--- src/hw/srpc_pkg.sv ---
// Shared constants, field layouts and carrier types of the sensor reset and PLL register bank.
package srpc_pkg;

   ////////////////////////////////////////////////////////////////////////////////////////////
   // Bus geometry.

   localparam int          DATA_W  = 32;      // Wishbone data width.
   localparam int          REG_W   = 16;      // Width of every register word.
   localparam int          ADR_W   = 8;       // Byte address width on the bus.
   localparam int          IDX_W   = 6;       // Width of a register index.
   localparam int          IDX_LSB = 2;       // Index sits above the byte-in-word bits.

   ////////////////////////////////////////////////////////////////////////////////////////////
   // Register indices; the byte address is four times the index.

   localparam logic [5:0]  IDX_IDENTITY  = 6'h00;  // Identification word.
   localparam logic [5:0]  IDX_RSVD_A    = 6'h01;  // Reserved, reads zero.
   localparam logic [5:0]  IDX_VARIANT   = 6'h02;  // Product variant selector.
   localparam logic [5:0]  IDX_PLL_RST   = 6'h08;  // PLL and lock detector resets.
   localparam logic [5:0]  IDX_CGEN_RST  = 6'h09;  // Clock generator reset.
   localparam logic [5:0]  IDX_ANA_RST   = 6'h0a;  // Mux, front end and serializer resets.
   localparam logic [5:0]  IDX_PLL_PWR   = 6'h10;  // PLL power, enable and bypass.
   localparam logic [5:0]  IDX_PLL_DIV   = 6'h11;  // PLL dividers.
   localparam logic [5:0]  IDX_PAD       = 6'h14;  // Clock input pad settings.
   localparam logic [5:0]  IDX_LOCK      = 6'h18;  // PLL lock status.
   localparam logic [5:0]  IDX_RSVD_B    = 6'h1a;  // Reserved read-write word.
   localparam logic [5:0]  IDX_CLK_SRC   = 6'h20;  // Clock generator source select.

   ////////////////////////////////////////////////////////////////////////////////////////////
   // Field layouts and reset values.

   localparam int          FIELD_W       = 4;      // Width of a soft reset field.
   localparam logic [3:0]  HOLD_CODE     = 4'h9;   // Field code that holds a block in reset.
   localparam int          NUM_RST       = 6;      // Soft reset fields in total.
   localparam logic [1:0]  RST_VARIANT   = 2'h0;
   localparam logic [7:0]  RST_PLL_RST   = 8'h99;
   localparam logic [3:0]  RST_CGEN_RST  = 4'h9;
   localparam logic [11:0] RST_ANA_RST   = 12'h999;
   localparam logic [2:0]  RST_PLL_PWR   = 3'h4;
   localparam logic [14:0] RST_PLL_DIV   = 15'h2113;
   localparam logic        RST_PAD       = 1'h0;
   localparam logic [14:0] RST_RSVD_B    = 15'h2280;
   localparam logic        RST_CLK_SRC   = 1'h1;
   localparam int          PWR_ON_BIT    = 0;      // PLL power bit.
   localparam int          PLL_EN_BIT    = 1;      // PLL enable bit.
   localparam int          BYPASS_BIT    = 2;      // PLL bypass bit.
   localparam int          MDIV_LSB      = 0;      // M divider, eight bits.
   localparam int          NDIV_LSB      = 8;      // N divider, five bits.
   localparam int          PDIV_LSB      = 13;     // P divider, two bits.
   localparam int          CLK_SRC_BIT   = 2;      // Clock source select bit.

   ////////////////////////////////////////////////////////////////////////////////////////////
   // Carrier types.

   // PLL control fields as driven to the analog PLL.
   typedef struct packed {
      logic       pwr_on;
      logic       enable;
      logic       bypass;
      logic [7:0] mdiv;
      logic [4:0] ndiv;
      logic [1:0] pdiv;
   } srpc_pll_s;

   // Soft reset holds, one per block, high while the block is held.
   typedef struct packed {
      logic pll;
      logic lock_det;
      logic cgen;
      logic mux;
      logic afe;
      logic ser;
   } srpc_rst_s;

   // True while a soft reset field carries the hold code.
   function automatic logic srpc_in_reset(input logic [3:0] field);
      return field == HOLD_CODE;
   endfunction

endpackage

--- src/hw/srpc_regs.sv ---
// Sensor reset and PLL configuration register bank behind a classic Wishbone slave.
`timescale 1ns/100ps
module srpc_regs
   import srpc_pkg::*;
#(
   parameter logic [15:0] PART_ID = 16'h1e3c   // Identification value, arbitrary.
)
(
   input  wire logic              clk_i,           // System clock, 100 MHz.
   input  wire logic              rst_i,           // Synchronous reset, active high.
   input  wire logic              wb_cyc_i,        // Wishbone cycle.
   input  wire logic              wb_stb_i,        // Wishbone strobe.
   input  wire logic              wb_we_i,         // Wishbone write enable.
   input  wire logic [ADR_W-1:0]  wb_adr_i,        // Wishbone byte address.
   input  wire logic [3:0]        wb_sel_i,        // Wishbone byte enables.
   input  wire logic [DATA_W-1:0] wb_dat_i,        // Wishbone write data.
   output logic      [DATA_W-1:0] wb_dat_o,        // Wishbone read data.
   output logic                   wb_ack_o,        // Wishbone acknowledge.
   output logic                   wb_err_o,        // Wishbone error, unmapped address.
   input  wire logic              pll_lock_i,      // Lock level from the PLL.
   output logic      [1:0]        variant_o,       // Selected product variant.
   output srpc_rst_s              soft_rst_o,      // Soft reset holds per block.
   output srpc_pll_s              pll_o,           // PLL controls.
   output logic                   clk_in_pwd_n_o,  // Clock input buffer on when high.
   output logic                   clk_src_pll_o    // Clock generator runs from the PLL.
);

   ////////////////////////////////////////////////////////////////////////////////////////////
   // Storage.

   logic [1:0]  variant;     // Product variant code.
   logic [7:0]  pll_rst;     // Lock detector field over PLL field.
   logic [3:0]  cgen_rst;    // Clock generator field.
   logic [11:0] ana_rst;     // Serializer, front end and mux fields.
   logic [2:0]  pll_pwr;     // Bypass, enable and power bits.
   logic [14:0] pll_div;     // P, N and M dividers.
   logic        pad_pwd_n;   // Clock input buffer power bit.
   logic [14:0] rsvd_b;      // Reserved read-write bits.
   logic        clk_src;     // Clock source select.
   logic        lock_stat;   // Registered lock indication.

   ////////////////////////////////////////////////////////////////////////////////////////////
   // Bus decode.

   logic [IDX_W-1:0] idx;        // Register index of the request.
   logic             req;        // A request is on the bus.
   logic             new_req;    // A request not yet answered.
   logic             hit;        // The index names a register.
   logic             commit;     // A write lands in this cycle.
   logic [15:0]      rd_word;    // Current content of the addressed register.
   logic [15:0]      wr_word;    // Addressed register after byte-lane merge.

   // The index sits above the two byte-in-word bits.
   assign idx     = wb_adr_i[IDX_LSB +: IDX_W];
   assign req     = wb_cyc_i & wb_stb_i;

   // A request is answered once; the answer cycle does not start another.
   assign new_req = req & ~wb_ack_o & ~wb_err_o;

   // Writes take effect at the edge where the master sees the acknowledge.
   assign commit  = req & wb_we_i & wb_ack_o;

   // Only the listed indices answer with an acknowledge.
   assign hit = (idx == IDX_IDENTITY)
              | (idx == IDX_RSVD_A)
              | (idx == IDX_VARIANT)
              | (idx == IDX_PLL_RST)
              | (idx == IDX_CGEN_RST)
              | (idx == IDX_ANA_RST)
              | (idx == IDX_PLL_PWR)
              | (idx == IDX_PLL_DIV)
              | (idx == IDX_PAD)
              | (idx == IDX_LOCK)
              | (idx == IDX_RSVD_B)
              | (idx == IDX_CLK_SRC);

   // Read selection; unused bits of each word read as zero.
   assign rd_word =
        (idx == IDX_IDENTITY) ? PART_ID
      : (idx == IDX_VARIANT)  ? {14'h0000, variant}
      : (idx == IDX_PLL_RST)  ? {8'h00, pll_rst}
      : (idx == IDX_CGEN_RST) ? {12'h000, cgen_rst}
      : (idx == IDX_ANA_RST)  ? {4'h0, ana_rst}
      : (idx == IDX_PLL_PWR)  ? {13'h0000, pll_pwr}
      : (idx == IDX_PLL_DIV)  ? {1'b0, pll_div}
      : (idx == IDX_PAD)      ? {15'h0000, pad_pwd_n}
      : (idx == IDX_LOCK)     ? {15'h0000, lock_stat}
      : (idx == IDX_RSVD_B)   ? {1'b0, rsvd_b}
      : (idx == IDX_CLK_SRC)  ? {13'h0000, clk_src, 2'h0}
      : 16'h0000;

   // Byte lanes that are not selected keep their old content.
   assign wr_word = {wb_sel_i[1] ? wb_dat_i[15:8] : rd_word[15:8],
                     wb_sel_i[0] ? wb_dat_i[7:0]  : rd_word[7:0]};

   ////////////////////////////////////////////////////////////////////////////////////////////
   // Bus answer.

   // Answer one cycle after the request, then drop for a cycle.
   always_ff @(posedge clk_i)
   begin
      if (rst_i)
      begin
         wb_ack_o <= 1'b0;
         wb_err_o <= 1'b0;
         wb_dat_o <= '0;
      end
      else if (new_req)
      begin
         // Mapped indices acknowledge, others report an error.
         wb_ack_o <= hit;
         wb_err_o <= ~hit;
         wb_dat_o <= {16'h0000, rd_word};
      end
      else
      begin
         // The answer stands for exactly one cycle.
         wb_ack_o <= 1'b0;
         wb_err_o <= 1'b0;
      end
   end

   ////////////////////////////////////////////////////////////////////////////////////////////
   // Product and soft reset registers.

   // Variant selector; software programs the fitted variant.
   always_ff @(posedge clk_i)
   begin
      if (rst_i)
         variant <= RST_VARIANT;
      else if (commit && idx == IDX_VARIANT)
         variant <= wr_word[1:0];
   end

   // PLL and lock detector reset fields; both come out of reset holding.
   always_ff @(posedge clk_i)
   begin
      if (rst_i)
         pll_rst <= RST_PLL_RST;
      else if (commit && idx == IDX_PLL_RST)
         pll_rst <= wr_word[7:0];
   end

   // Clock generator reset field.
   always_ff @(posedge clk_i)
   begin
      if (rst_i)
         cgen_rst <= RST_CGEN_RST;
      else if (commit && idx == IDX_CGEN_RST)
         cgen_rst <= wr_word[3:0];
   end

   // Analog chain reset fields, all three holding after reset.
   always_ff @(posedge clk_i)
   begin
      if (rst_i)
         ana_rst <= RST_ANA_RST;
      else if (commit && idx == IDX_ANA_RST)
         ana_rst <= wr_word[11:0];
   end

   ////////////////////////////////////////////////////////////////////////////////////////////
   // PLL, pad and clock source registers.

   // PLL power, enable and bypass; bypassed and off after reset.
   always_ff @(posedge clk_i)
   begin
      if (rst_i)
         pll_pwr <= RST_PLL_PWR;
      else if (commit && idx == IDX_PLL_PWR)
         pll_pwr <= wr_word[2:0];
   end

   // PLL dividers.
   always_ff @(posedge clk_i)
   begin
      if (rst_i)
         pll_div <= RST_PLL_DIV;
      else if (commit && idx == IDX_PLL_DIV)
         pll_div <= wr_word[14:0];
   end

   // Clock input buffer power bit.
   always_ff @(posedge clk_i)
   begin
      if (rst_i)
         pad_pwd_n <= RST_PAD;
      else if (commit && idx == IDX_PAD)
         pad_pwd_n <= wr_word[0];
   end

   // Reserved word that software may write and read back.
   always_ff @(posedge clk_i)
   begin
      if (rst_i)
         rsvd_b <= RST_RSVD_B;
      else if (commit && idx == IDX_RSVD_B)
         rsvd_b <= wr_word[14:0];
   end

   // Clock source select; the PLL output is chosen after reset.
   always_ff @(posedge clk_i)
   begin
      if (rst_i)
         clk_src <= RST_CLK_SRC;
      else if (commit && idx == IDX_CLK_SRC)
         clk_src <= wr_word[CLK_SRC_BIT];
   end

   ////////////////////////////////////////////////////////////////////////////////////////////
   // Soft reset decode.

   logic [NUM_RST-1:0] hold;   // Decoded holds, field order as packed below.

   // Fields are packed PLL first, serializer last.
   srpc_rst_decode #(
      .N        (NUM_RST)
   ) u_decode (
      .fields_i ({ana_rst[11:8], ana_rst[7:4], ana_rst[3:0],
                  cgen_rst, pll_rst[7:4], pll_rst[3:0]}),
      .hold_o   (hold)
   );

   ////////////////////////////////////////////////////////////////////////////////////////////
   // Lock indication.

   logic lock_sync;   // PLL lock level in this clock domain.

   // The lock level comes from the analog PLL, outside this domain.
   srpc_sync u_lock_sync (
      .clk_i   (clk_i),
      .rst_i   (rst_i),
      .async_i (pll_lock_i),
      .sync_o  (lock_sync)
   );

   // Lock reads one only while the detector runs and the PLL is up and active.
   always_ff @(posedge clk_i)
   begin
      if (rst_i)
         lock_stat <= 1'b0;
      else
         lock_stat <= lock_sync & ~hold[1] & ~hold[0]
                    & pll_pwr[PWR_ON_BIT] & pll_pwr[PLL_EN_BIT];
   end

   ////////////////////////////////////////////////////////////////////////////////////////////
   // Registered outputs.

   // Outputs follow the registers one cycle later, from flip-flops.
   always_ff @(posedge clk_i)
   begin
      if (rst_i)
      begin
         variant_o      <= RST_VARIANT;
         soft_rst_o     <= '1;
         pll_o          <= '{pwr_on: RST_PLL_PWR[PWR_ON_BIT],
                             enable: RST_PLL_PWR[PLL_EN_BIT],
                             bypass: RST_PLL_PWR[BYPASS_BIT],
                             mdiv:   RST_PLL_DIV[MDIV_LSB +: 8],
                             ndiv:   RST_PLL_DIV[NDIV_LSB +: 5],
                             pdiv:   RST_PLL_DIV[PDIV_LSB +: 2]};
         clk_in_pwd_n_o <= RST_PAD;
         clk_src_pll_o  <= RST_CLK_SRC;
      end
      else
      begin
         variant_o           <= variant;

         // Holds follow the decoded fields.
         soft_rst_o.pll      <= hold[0];
         soft_rst_o.lock_det <= hold[1];
         soft_rst_o.cgen     <= hold[2];
         soft_rst_o.mux      <= hold[3];
         soft_rst_o.afe      <= hold[4];
         soft_rst_o.ser      <= hold[5];

         // PLL power, enable, bypass and dividers.
         pll_o.pwr_on        <= pll_pwr[PWR_ON_BIT];
         pll_o.enable        <= pll_pwr[PLL_EN_BIT];
         pll_o.bypass        <= pll_pwr[BYPASS_BIT];
         pll_o.mdiv          <= pll_div[MDIV_LSB +: 8];
         pll_o.ndiv          <= pll_div[NDIV_LSB +: 5];
         pll_o.pdiv          <= pll_div[PDIV_LSB +: 2];

         // Pad power and clock source.
         clk_in_pwd_n_o      <= pad_pwd_n;
         clk_src_pll_o       <= clk_src;
      end
   end

endmodule

--- src/hw/srpc_rst_decode.sv ---
// Decoder that turns four-bit soft reset fields into hold levels.
`timescale 1ns/100ps
module srpc_rst_decode
   import srpc_pkg::*;
#(
   parameter int N = NUM_RST                  // Number of fields.
)
(
   input  wire logic [N*FIELD_W-1:0] fields_i,  // Packed reset fields, field 0 lowest.
   output logic      [N-1:0]         hold_o     // High while the matching field holds.
);

   // Refuse a field count that the logic cannot serve.
   if (N < 1)
   begin : g_bad_n
      $error("Field count must be at least one.");
   end

   // Each field is decoded on its own; only the hold code holds.
   for (genvar i = 0; i < N; i++)
   begin : g_field
      assign hold_o[i] = srpc_in_reset(fields_i[i*FIELD_W +: FIELD_W]);
   end

endmodule

--- src/hw/srpc_sync.sv ---
// Two flip-flop synchroniser for a level that arrives from outside the clock domain.
`timescale 1ns/100ps
module srpc_sync
(
   input  wire logic clk_i,    // System clock.
   input  wire logic rst_i,    // Synchronous reset, active high.
   input  wire logic async_i,  // Level from another domain.
   output logic      sync_o    // Level safe to use in this domain.
);

   logic meta;  // First stage, read only by the second stage.

   // Two stages bring the level into the clock domain.
   always_ff @(posedge clk_i)
   begin
      if (rst_i)
      begin
         meta   <= 1'b0;
         sync_o <= 1'b0;
      end
      else
      begin
         meta   <= async_i;
         sync_o <= meta;
      end
   end

endmodule

--- config.mk ---
export PLATFORM = sky130hd
export DESIGN_NAME = srpc_regs
export DESIGN_NICKNAME = d
export VERILOG_FILES = /design/src/hw/srpc_pkg.sv /design/src/hw/srpc_regs.sv /design/src/hw/srpc_rst_decode.sv /design/src/hw/srpc_sync.sv
export SDC_FILE = /design/constraint.sdc
export NUM_CORES = 1
export LEC_CHECK = 0
export ABC_AREA = 1
export BUFFER_PORTS_ARGS = -buffer_cell sky130_fd_sc_hd__buf_2
export CAP_MARGIN = 25
export CORE_MARGIN = 1
export CORE_UTILIZATION = 30
export CTS_BUF_LIST = sky130_fd_sc_hd__clkbuf_8
export DETAILED_ROUTE_END_ITERATION = 8
export MAX_ROUTING_LAYER = met4
export PLACE_DENSITY = 0.46
export SETUP_SLACK_MARGIN = 0.2
export SLEW_MARGIN = 40
export SYNTH_ARGS = -nofsm -noshare
export SYNTH_HDL_FRONTEND = slang
export SYNTH_SLANG_ARGS = --single-unit
--- constraint.sdc ---
create_clock -name clk_i -period 4.05 [get_ports clk_i]
set_input_delay 0.81 -clock clk_i [delete_from_list [all_inputs] [get_ports clk_i]]
set_output_delay 0.81 -clock clk_i [all_outputs]
set_load 0.05 [all_outputs]
== Yosys cells after proc, flatten, opt, wreduce, memory -nomap -nowiden ==
Cells that the tools add are included.

* Bits in registers: 110

* Eq/ne operators: 17
* Multiplexer cells: 13
* Bitwise operators: 26
* Reductions and logical operators: 11

{| class="wikitable"
|+ Operators with widths
! operator !! number
|-
| $mux 15 || 10
|-
| $eq 6x5->1 const B || 5
|-
| $eq 4x4->1 const B || 6
|-
| $eq 6x4->1 const B || 3
|-
| $or 1x1->1 || 11
|-
| $and 1x1->1 || 9
|-
| $logic_and 1x1->1 || 9
|-
| $mux 8 || 1
|-
| $mux 7 || 1
|-
| $eq 6x1->1 const B || 1
|-
| $eq 6x2->1 const B || 1
|-
| $eq 6x6->1 const B || 1
|-
| $logic_not 6->1 || 1
|-
| $not 1->1 || 6
|-
| $mux 3 || 1
|-
| $reduce_or 2->1 || 1
|}

== Longest topological paths before layout ==
Gate-level depths: netlist of run 1.

* Depth in word-level cells: 13
* Mapped depth: 13
* Gate-level depth less buffers: 13

== Hierarchy ==
From an unflattened synthesis of run 1, not the netlist that was laid out.

* Cell total of the unflattened synthesis: 617
* Area total of the unflattened synthesis: 4618.2 um^2

{| class="wikitable"
|+ Modules (own cells, without submodules)
! module !! times used !! cells each !! area an instance (um^2)
|-
| srpc_regs || 1 || 581 || 4435.5
|-
| srpc_rst_decode || 1 || 30 || 127.6
|-
| srpc_sync || 1 || 6 || 55.1
|}

== Least setup slack after synthesis of run 1 ==
No wires, ideal clock.

* Path type: in2reg
* Start point: input port wb_adr_i[2]
* End point: register pll_div[2]
* Library setup time: 0.122 ns
* Arrival time: 1.862 ns
* Required time: 3.928 ns
* Path slack: 2.066 ns
* Stages on the path: 13
* Cell sequence: inv_1 > nand2_2 > nor2_8 > nand2_4 > inv_2 > buf_6 > nand2_1 > nand2_1 > nand2_1 > nand2_2 > nand3_2 > nand2_4 > a21oi_2

* Longest elaborated chain between the ends: 13

{| class="wikitable"
|+ Ends and longest elaborated chain
! element !! line !! text
|-
| start: declaration || srpc_regs.sv:14 || <nowiki>input wire logic [ADR_W-1:0] wb_adr_i,</nowiki>
|-
| $eq 6x6->1 || srpc_regs.sv:89 || <nowiki>: (idx == IDX_CLK_SRC) ? {13'h0000, clk_src, 2'h0}</nowiki>
|-
| $mux 3 || srpc_regs.sv:89 ||
|-
| $mux 15 || srpc_regs.sv:88 || <nowiki>: (idx == IDX_RSVD_B) ? {1'b0, rsvd_b}</nowiki>
|-
| $mux 15 || srpc_regs.sv:87 || <nowiki>: (idx == IDX_LOCK) ? {15'h0000, lock_stat}</nowiki>
|-
| $mux 15 || srpc_regs.sv:86 || <nowiki>: (idx == IDX_PAD) ? {15'h0000, pad_pwd_n}</nowiki>
|-
| $mux 15 || srpc_regs.sv:85 || <nowiki>: (idx == IDX_PLL_DIV) ? {1'b0, pll_div}</nowiki>
|-
| $mux 15 || srpc_regs.sv:84 || <nowiki>: (idx == IDX_PLL_PWR) ? {13'h0000, pll_pwr}</nowiki>
|-
| $mux 15 || srpc_regs.sv:83 || <nowiki>: (idx == IDX_ANA_RST) ? {4'h0, ana_rst}</nowiki>
|-
| $mux 15 || srpc_regs.sv:82 || <nowiki>: (idx == IDX_CGEN_RST) ? {12'h000, cgen_rst}</nowiki>
|-
| $mux 15 || srpc_regs.sv:81 || <nowiki>: (idx == IDX_PLL_RST) ? {8'h00, pll_rst}</nowiki>
|-
| $mux 15 || srpc_regs.sv:80 || <nowiki>: (idx == IDX_VARIANT) ? {14'h0000, variant}</nowiki>
|-
| $mux 15 || srpc_regs.sv:79 || <nowiki>(idx == IDX_IDENTITY) ? PART_ID</nowiki>
|-
| $mux 8 || srpc_regs.sv:94 || <nowiki>wb_sel_i[0] ? wb_dat_i[7:0] : rd_word[7:0]};</nowiki>
|-
| end signal: assignment || srpc_regs.sv:180 || <nowiki>pll_div <= wr_word[14:0];</nowiki>
|-
| end: declaration || srpc_regs.sv:36 || <nowiki>logic [14:0] pll_div;</nowiki>
|}

Parallel ways exist; a longest one is shown, timed or not.
A chain may end at the register's enable or synchronous reset.

== Worst setup path in the final report of run 1 ==
* Start point: input port wb_cyc_i
* End point: register rsvd_b[9]

* Longest elaborated chain between the ends: 4

{| class="wikitable"
|+ Ends and longest elaborated chain
! element !! line !! text
|-
| start: declaration || srpc_regs.sv:11 || <nowiki>input wire logic wb_cyc_i,</nowiki>
|-
| $and 1x1->1 || srpc_regs.sv:55 || <nowiki>assign req = wb_cyc_i & wb_stb_i;</nowiki>
|-
| $and 1x1->1 (2 in series) || srpc_regs.sv:61 || <nowiki>assign commit = req & wb_we_i & wb_ack_o;</nowiki>
|-
| $logic_and 1x1->1 || srpc_regs.sv:197 || <nowiki>else if (commit && idx == IDX_RSVD_B)</nowiki>
|-
| end signal: assignment || srpc_regs.sv:198 || <nowiki>rsvd_b <= wr_word[14:0];</nowiki>
|-
| end: declaration || srpc_regs.sv:38 || <nowiki>logic [14:0] rsvd_b;</nowiki>
|}

Every way passes these cells.

==> results.cfg, run 1 <==
[hold_path]
hold_path_end = u_lock_sync.sync_o$_SDFF_PP0_
holdPathStages = 2
hp-class = flop to flop
holdCritStartpoint = u_lock_sync.meta$_SDFF_PP0_

[clock_tree]
cts.repair.resized = 0
clkSinkCount = 109
post_cts_buffers = 0
cts_tree = yes
cts-htree-levels = 3
clk_latency_ps = 390
hold_buffers = 0
path_clk_slew_ps = 100
numCtsBuffers = 9
cts_root_buffer = clkbuf_8
clk_path_buf_depth = 2

[critical_path]
end_kind = flop
rr_startpoint = wb_ack_o$_SDFF_PP0_
r2r_cells = 5
cp-start-kind = primary input
crit_required_ps = 4320
crit_type = primary input to flop
cp.arrival_ps = 2630
r2r_setup_slack_ps = 1810
crit_fanout = 14
r2r-end = rsvd_b[9]$_SDFFE_PP1P_

[floorplan]
dieArea_sq_um = 16900
io_pins = 112
coreArea_sq_um = 15900
start_util = 0.307
num_rows = 46
dieHeight_microns = 130
die_w_microns = 130

[synth]
muxShareOfSynthArea = 0.00204
synth_top_family_by_area = simple AND/OR/NAND/NOR gates
synth_cells = 614
ys_types = 40
ys_seq_area_frac = 0.445
syn_area_sq_um = 4900
synth_area_per_cell_sq_um = 7.98
yosys_warnings = 0
synth_compound_area_frac = 0.201
synthSimpleGateAreaFrac = 0.236
synth_adder_area_share = 0
synth-seq-cells = 109
synth_xor_area_frac = 0

[final_layout]
drive_gt1_frac = 0.259
multiInputGateArea_sq_um = 2210
antenna_cells = 0
area_delta_synth_final_pct = 13.2
nNetsFinal = 729
num-fill-cells = 1682
register_area_sq_um = 2180

[sta]
max_freq_ghz = 0.424
tns_ps = 0
rsz0062_at_grt = false
setup_violations = 0
fin_skew_ps = 12.2
timing.slew.headroom = 0.512
layout_setup_ws_ps = 1690
worst_pin_slew_ps = 731
layout_worst_path_cycle_share = 0.582
final_max_slew_viol_count = 0
finalHoldViolations = 0
fin_crit_ps = 2360

[place]
numPortBuffers = 73
post-place-ws_ps = 1260
dp_hpwl_mm = 9.22
gp_congestion = 0.861

[power_and_ir_drop]
powerDensity_nw_per_um2 = 345
p_leak_nw = 2.49
irDropWorstVdd_v = 0.000128
p_total_mw = 1.91

[grt]
grt_max_degree = 61
grt_pass1_vias = 3796
grtUsageTotal = 0.164
antenna_found_initial = 0
gr-total-overflow = 0
grt_pass1_wl_mm = 20.3

[routing]
drtIter0Drc = 227
via_count = 4042
drt_first_pass_iters = 4
via_per_inst = 4.50
postRouteAntennaNets = 0
wl_mm = 12.9
routedWlPerCell_microns = 14.4
post-route-drc-count = 0

[run]
max_cap_violations = 0

[status]
status = finished, final reports clean
[stage by stage]
step / cells / area, sq um / hold WS [ps] / utilization
2_1_floorplan: 630 / 4960 / 388 / -
3_3_place_gp: 884 / 5380 / 393 / 0.338
3_5_place_dp: 884 / 5380 / 398 / 0.338
4_1_cts: 899 / 5550 / 413 / 0.348
5_1_grt: 899 / 5550 / 447 / 0.348
6_report: 899 / 5550 / 409 / 0.348
[report_power, final]
| group | internal, mW | switching (mW) | total (mW) |
|---|---|---|---|
| Combinational | 0.0449 | 0.169 | 0.214 |
| Sequential | 1.08 | 0.00500 | 1.09 |
| Clock | 0.235 | 0.377 | 0.612 |
| Total | 1.36 | 0.551 | 1.91 |
[layer usage]
metal,GRT usage,vias up,share of wire
li1,-,2089,-
met1,0.230,1837,0.50
met2,0.236,104,0.44
met3,0.0238,12,0.045
met4,0.0609,0,0.015
met5,-,-,0
[state kept, by name, indices dropped and copies added (netlist names)]
name                count
clk_src                 1
pad_pwd_n               1
u_lock_sync.meta        1
cgen_rst                4
variant_o               2
pll_pwr                 3
pll_rst                 8
pll_div                15
variant                 2
rsvd_b                 15
wb_err_o                1
wb_ack_o                1
lock_stat               1
soft_rst_o              6
u_lock_sync.sync_o      1
pll_o                  18
ana_rst                12
clk_src_pll_o           1
clk_in_pwd_n_o          1
wb_dat_o               15
[placed cells by master, fill, tap and decap left out, types with 13 or more instances in the layout]
cell type and count:
o21ai_0 38, o21ai_1 17, a21oi_2 16, conb_1 17, dfxtp_1 109, inv_1 76
o21ai_2 13, nor2_1 43, nand2_1 102, buf_2 73, a21oi_1 54, nand3_1 24
[logic make-up (layout without fill, tap and decap cells)]
kind of cell           count (synthesis)  in the layout
AO/OA/AOI/OAI                        157            157
multiplexers                           1              1
AND/OR/NAND/NOR                      222            222
other                                  1             17
flip-flops                           109            109
buffers and inverters                124            177
[critical path: stages]
cell	delay (ps)
buf_2	90
nand4_2	390
nor2_2	750
inv_1	320
a21oi_1	190
o21ai_1	80
[worst max path at each step]
stage / start / endpoint / slack, ps / depth (start not counted)
floorplan: wb_adr_i[2] / pll_div[2]$_SDFFE_PP0P_ / 2070 / 13
global placement: wb_cyc_i / rsvd_b[9]$_SDFFE_PP1P_ / 1330 / 6
detailed placement: wb_cyc_i / rsvd_b[9]$_SDFFE_PP1P_ / 1260 / 6
CTS: wb_cyc_i / rsvd_b[9]$_SDFFE_PP1P_ / 1670 / 6
global route: wb_cyc_i / rsvd_b[6]$_SDFFE_PP0P_ / 1540 / 7
finish: wb_cyc_i / rsvd_b[9]$_SDFFE_PP1P_ / 1690 / 6
[synthesized netlist by cell type (all sizes together)]
| cell | count | share of area |
|---|---|---|
| a211oi | 3 | 0.0077 |
| a21oi | 70 | 0.084 |
| a31oi | 1 | 0.0013 |
| buf | 25 | 0.039 |
| clkbuf | 14 | 0.011 |
| clkinv | 1 | 0.00077 |
| conb | 1 | 0.00077 |
| dfxtp | 109 | 0.45 |
| inv | 84 | 0.065 |
| mux2i | 1 | 0.0020 |
| nand2 | 112 | 0.096 |
| nand3 | 30 | 0.041 |
| nand4 | 12 | 0.020 |
| nor2 | 57 | 0.064 |
| nor3 | 6 | 0.0071 |
| o2111ai | 1 | 0.0031 |
| o211ai | 7 | 0.012 |
| o21a | 2 | 0.0031 |
| o21ai | 68 | 0.079 |
| o21bai | 1 | 0.0023 |
| o221ai | 2 | 0.0061 |
| o22ai | 2 | 0.0026 |
| or2 | 5 | 0.0064 |
[area by class of cell]
type                       count  share of cell area
clock buffer                  10              0.0248
multi-input combinational    397               0.399
clock inverter                 5             0.00541
inverter                      85              0.0579
sequential                   109               0.393
timing repair buffer          77              0.0712
tap                          216              0.0487
Note: power is estimated with default switching activity, not from simulation.
==> run 2, diff against run 1 <==
--- a/config.mk
+++ b/config.mk
@@ -13,7 +13,7 @@
 export CTS_BUF_LIST = sky130_fd_sc_hd__clkbuf_8
 export DETAILED_ROUTE_END_ITERATION = 8
 export MAX_ROUTING_LAYER = met4
-export PLACE_DENSITY = 0.46
+export PLACE_DENSITY = 0.48
 export SETUP_SLACK_MARGIN = 0.2
 export SLEW_MARGIN = 40
 export SYNTH_ARGS = -nofsm -noshare
==> constraint.sdc (replaced) <==
create_clock -name clk_i -period 2.1 [get_ports clk_i]
set_input_delay 0.42 -clock clk_i [delete_from_list [all_inputs] [get_ports clk_i]]
set_output_delay 0.42 -clock clk_i [all_outputs]
set_load 0.05 [all_outputs]
==> run 2 against run 1 <==
Critical path depth increased by 5. Utilization increased by 1.4 points. Design area increased by 4.0%. Final cell count increased by 2.2%. Total power increased by 100%. Setup slack got worse by 1200 ps. Clock skew increased by 2.2 ps. Critical endpoint is now ana_rst[3]$_SDFFE_PP1P_.
==> results.cfg, run 2 (synthesis gave the netlist of run 1 again) <==
[grt]
grt_pass1_vias = 3785
grtUsageTotal = 0.165
antenna_found_initial = 0
grt_max_degree = 61
gr-total-overflow = 0
grt_pass1_wl_mm = 20.4

[clock_tree]
cts_tree = yes
cts.repair.resized = 0
clk_latency_ps = 400
hold_buffers = 0
path_clk_slew_ps = 100
post_cts_buffers = 0
numCtsBuffers = 9
cts-htree-levels = 3
clkSinkCount = 109
clk_path_buf_depth = 2
cts_root_buffer = clkbuf_8

[final_layout]
finish.utilization = 0.362
nNetsFinal = 748
antenna_cells = 0
drive_gt1_frac = 0.282
design_area_sq_um = 5770
multiInputGateArea_sq_um = 2210
final_common_cell = dfxtp_1
num-fill-cells = 1710
register_area_sq_um = 2180
stdcell_count = 919
regMostFlops = pll_o
largest_register_ffs = 18
area_delta_synth_final_pct = 17.8
layout_common_cells = dfxtp_1 (109), nand2_1 (102), inv_1 (75), buf_2 (73), a21oi_1 (54)

[sta]
holdWs_ps = 233
final_max_slew_viol_count = 0
timing.slew.headroom = 0.618
layout_worst_path_cycle_share = 0.764
finalHoldViolations = 0
rsz0062_at_grt = false
layout_setup_ws_ps = 496
fin_skew_ps = 14.4
max_freq_ghz = 0.623
fin_crit_ps = 1600
setup_violations = 0
worst_pin_slew_ps = 572
tns_ps = 0

[routing]
via_per_inst = 4.53
drt_first_pass_iters = 4
routedWlPerCell_microns = 14.0
drtIter0Drc = 245
postRouteAntennaNets = 0
drt-met1-wl_mm = 6.22
wl_met3_microns = 793
via_count = 4165
top_layer = met4
wl_met2_mm = 5.68
post-route-drc-count = 0
wl_mm = 12.9

[place]
dpl-instance-area_sq_um = 5580
numPortBuffers = 73
dp_hpwl_mm = 9.34
gp_congestion = 0.841
post-place-ws_ps = 102
placed_cells = 903

[critical_path]
worstPathCellList = buf_2, inv_1, nor2_2, buf_4, nand2_2, nor2_1, nor3_1, o21ai_2, nand3_2, o21ai_2, o21ai_1
cp.arrival_ps = 1930
crit_required_ps = 2420
cp-start-kind = primary input
cpPeakStageDelay_ps = 310
crit_fanout = 5
cp_slowest_cell = nor3_1
crit_path_frequent_cell = o21ai_2
crit_family = simple AND/OR/NAND/NOR gates
crit_type = primary input to flop
end_kind = flop
critical_path_buf_inv_count = 3

[power_and_ir_drop]
powerDensity_nw_per_um2 = 669
irDropWorstVdd_v = 0.000318
p_leak_nw = 2.61
p_total_mw = 3.86

[floorplan]
die_w_microns = 130
io_pins = 112
start_util = 0.307
dieHeight_microns = 130
num_rows = 46
dieArea_sq_um = 16900
coreArea_sq_um = 15900

[status]
status = finished, final reports clean

[hold_path]
hp-class = primary input to flop

[run]
max_cap_violations = 0
## run 2: cell types whose count changed in the layout (fill, tap and decap cells not counted)
cell	before	now
buf_12	0	4
buf_4	4	19
inv_1	76	75
inv_6	0	2
clkinv_2	1	2
clkinv_4	2	0
bufinv_16	0	1
## run 2: per-layer routing
| metal | track usage | vias to the layer above |
|---|---|---|
| met3 | 0.0402 | 11 |
| met1 | 0.224 | 1909 |
| met2 | 0.241 | 112 |
| met5 | - | - |
| met4 | 0.0492 | 0 |
| li1 | - | 2133 |
## run 2: worst paths after layout
check / from / endpoint / slack, ps / cells past startpoint
max: wb_adr_i[2] / ana_rst[3]$_SDFFE_PP1P_ / 500 / 11
min: pll_lock_i / u_lock_sync.meta$_SDFF_PP0_ / 230 / 3
max reg2reg: wb_ack_o$_SDFF_PP0_ / cgen_rst[3]$_SDFFE_PP1P_ / 700 / 6
min reg2reg: u_lock_sync.meta$_SDFF_PP0_ / u_lock_sync.sync_o$_SDFF_PP0_ / 410 / 2
## run 2: worst min-delay path: stages
cell and delay, ps:
buf_2 90, inv_1 40, nor2_1 30
## run 2: area by class of cell
| class | count | area share |
|---|---|---|
| Sequential cell | 109 | 0.378 |
| Multi-Input combinational cell | 397 | 0.383 |
| Clock inverter | 6 | 0.0106 |
| Clock buffer | 10 | 0.0238 |
| Timing Repair Buffer | 96 | 0.102 |
| Tap cell | 216 | 0.0468 |
| Inverter | 85 | 0.0557 |
## run 2: report_power, final
part | internal [mW] | switching (mW)
combinational | 0.0974 | 0.330
sequential | 2.09 | 0.00925
clock | 0.586 | 0.752
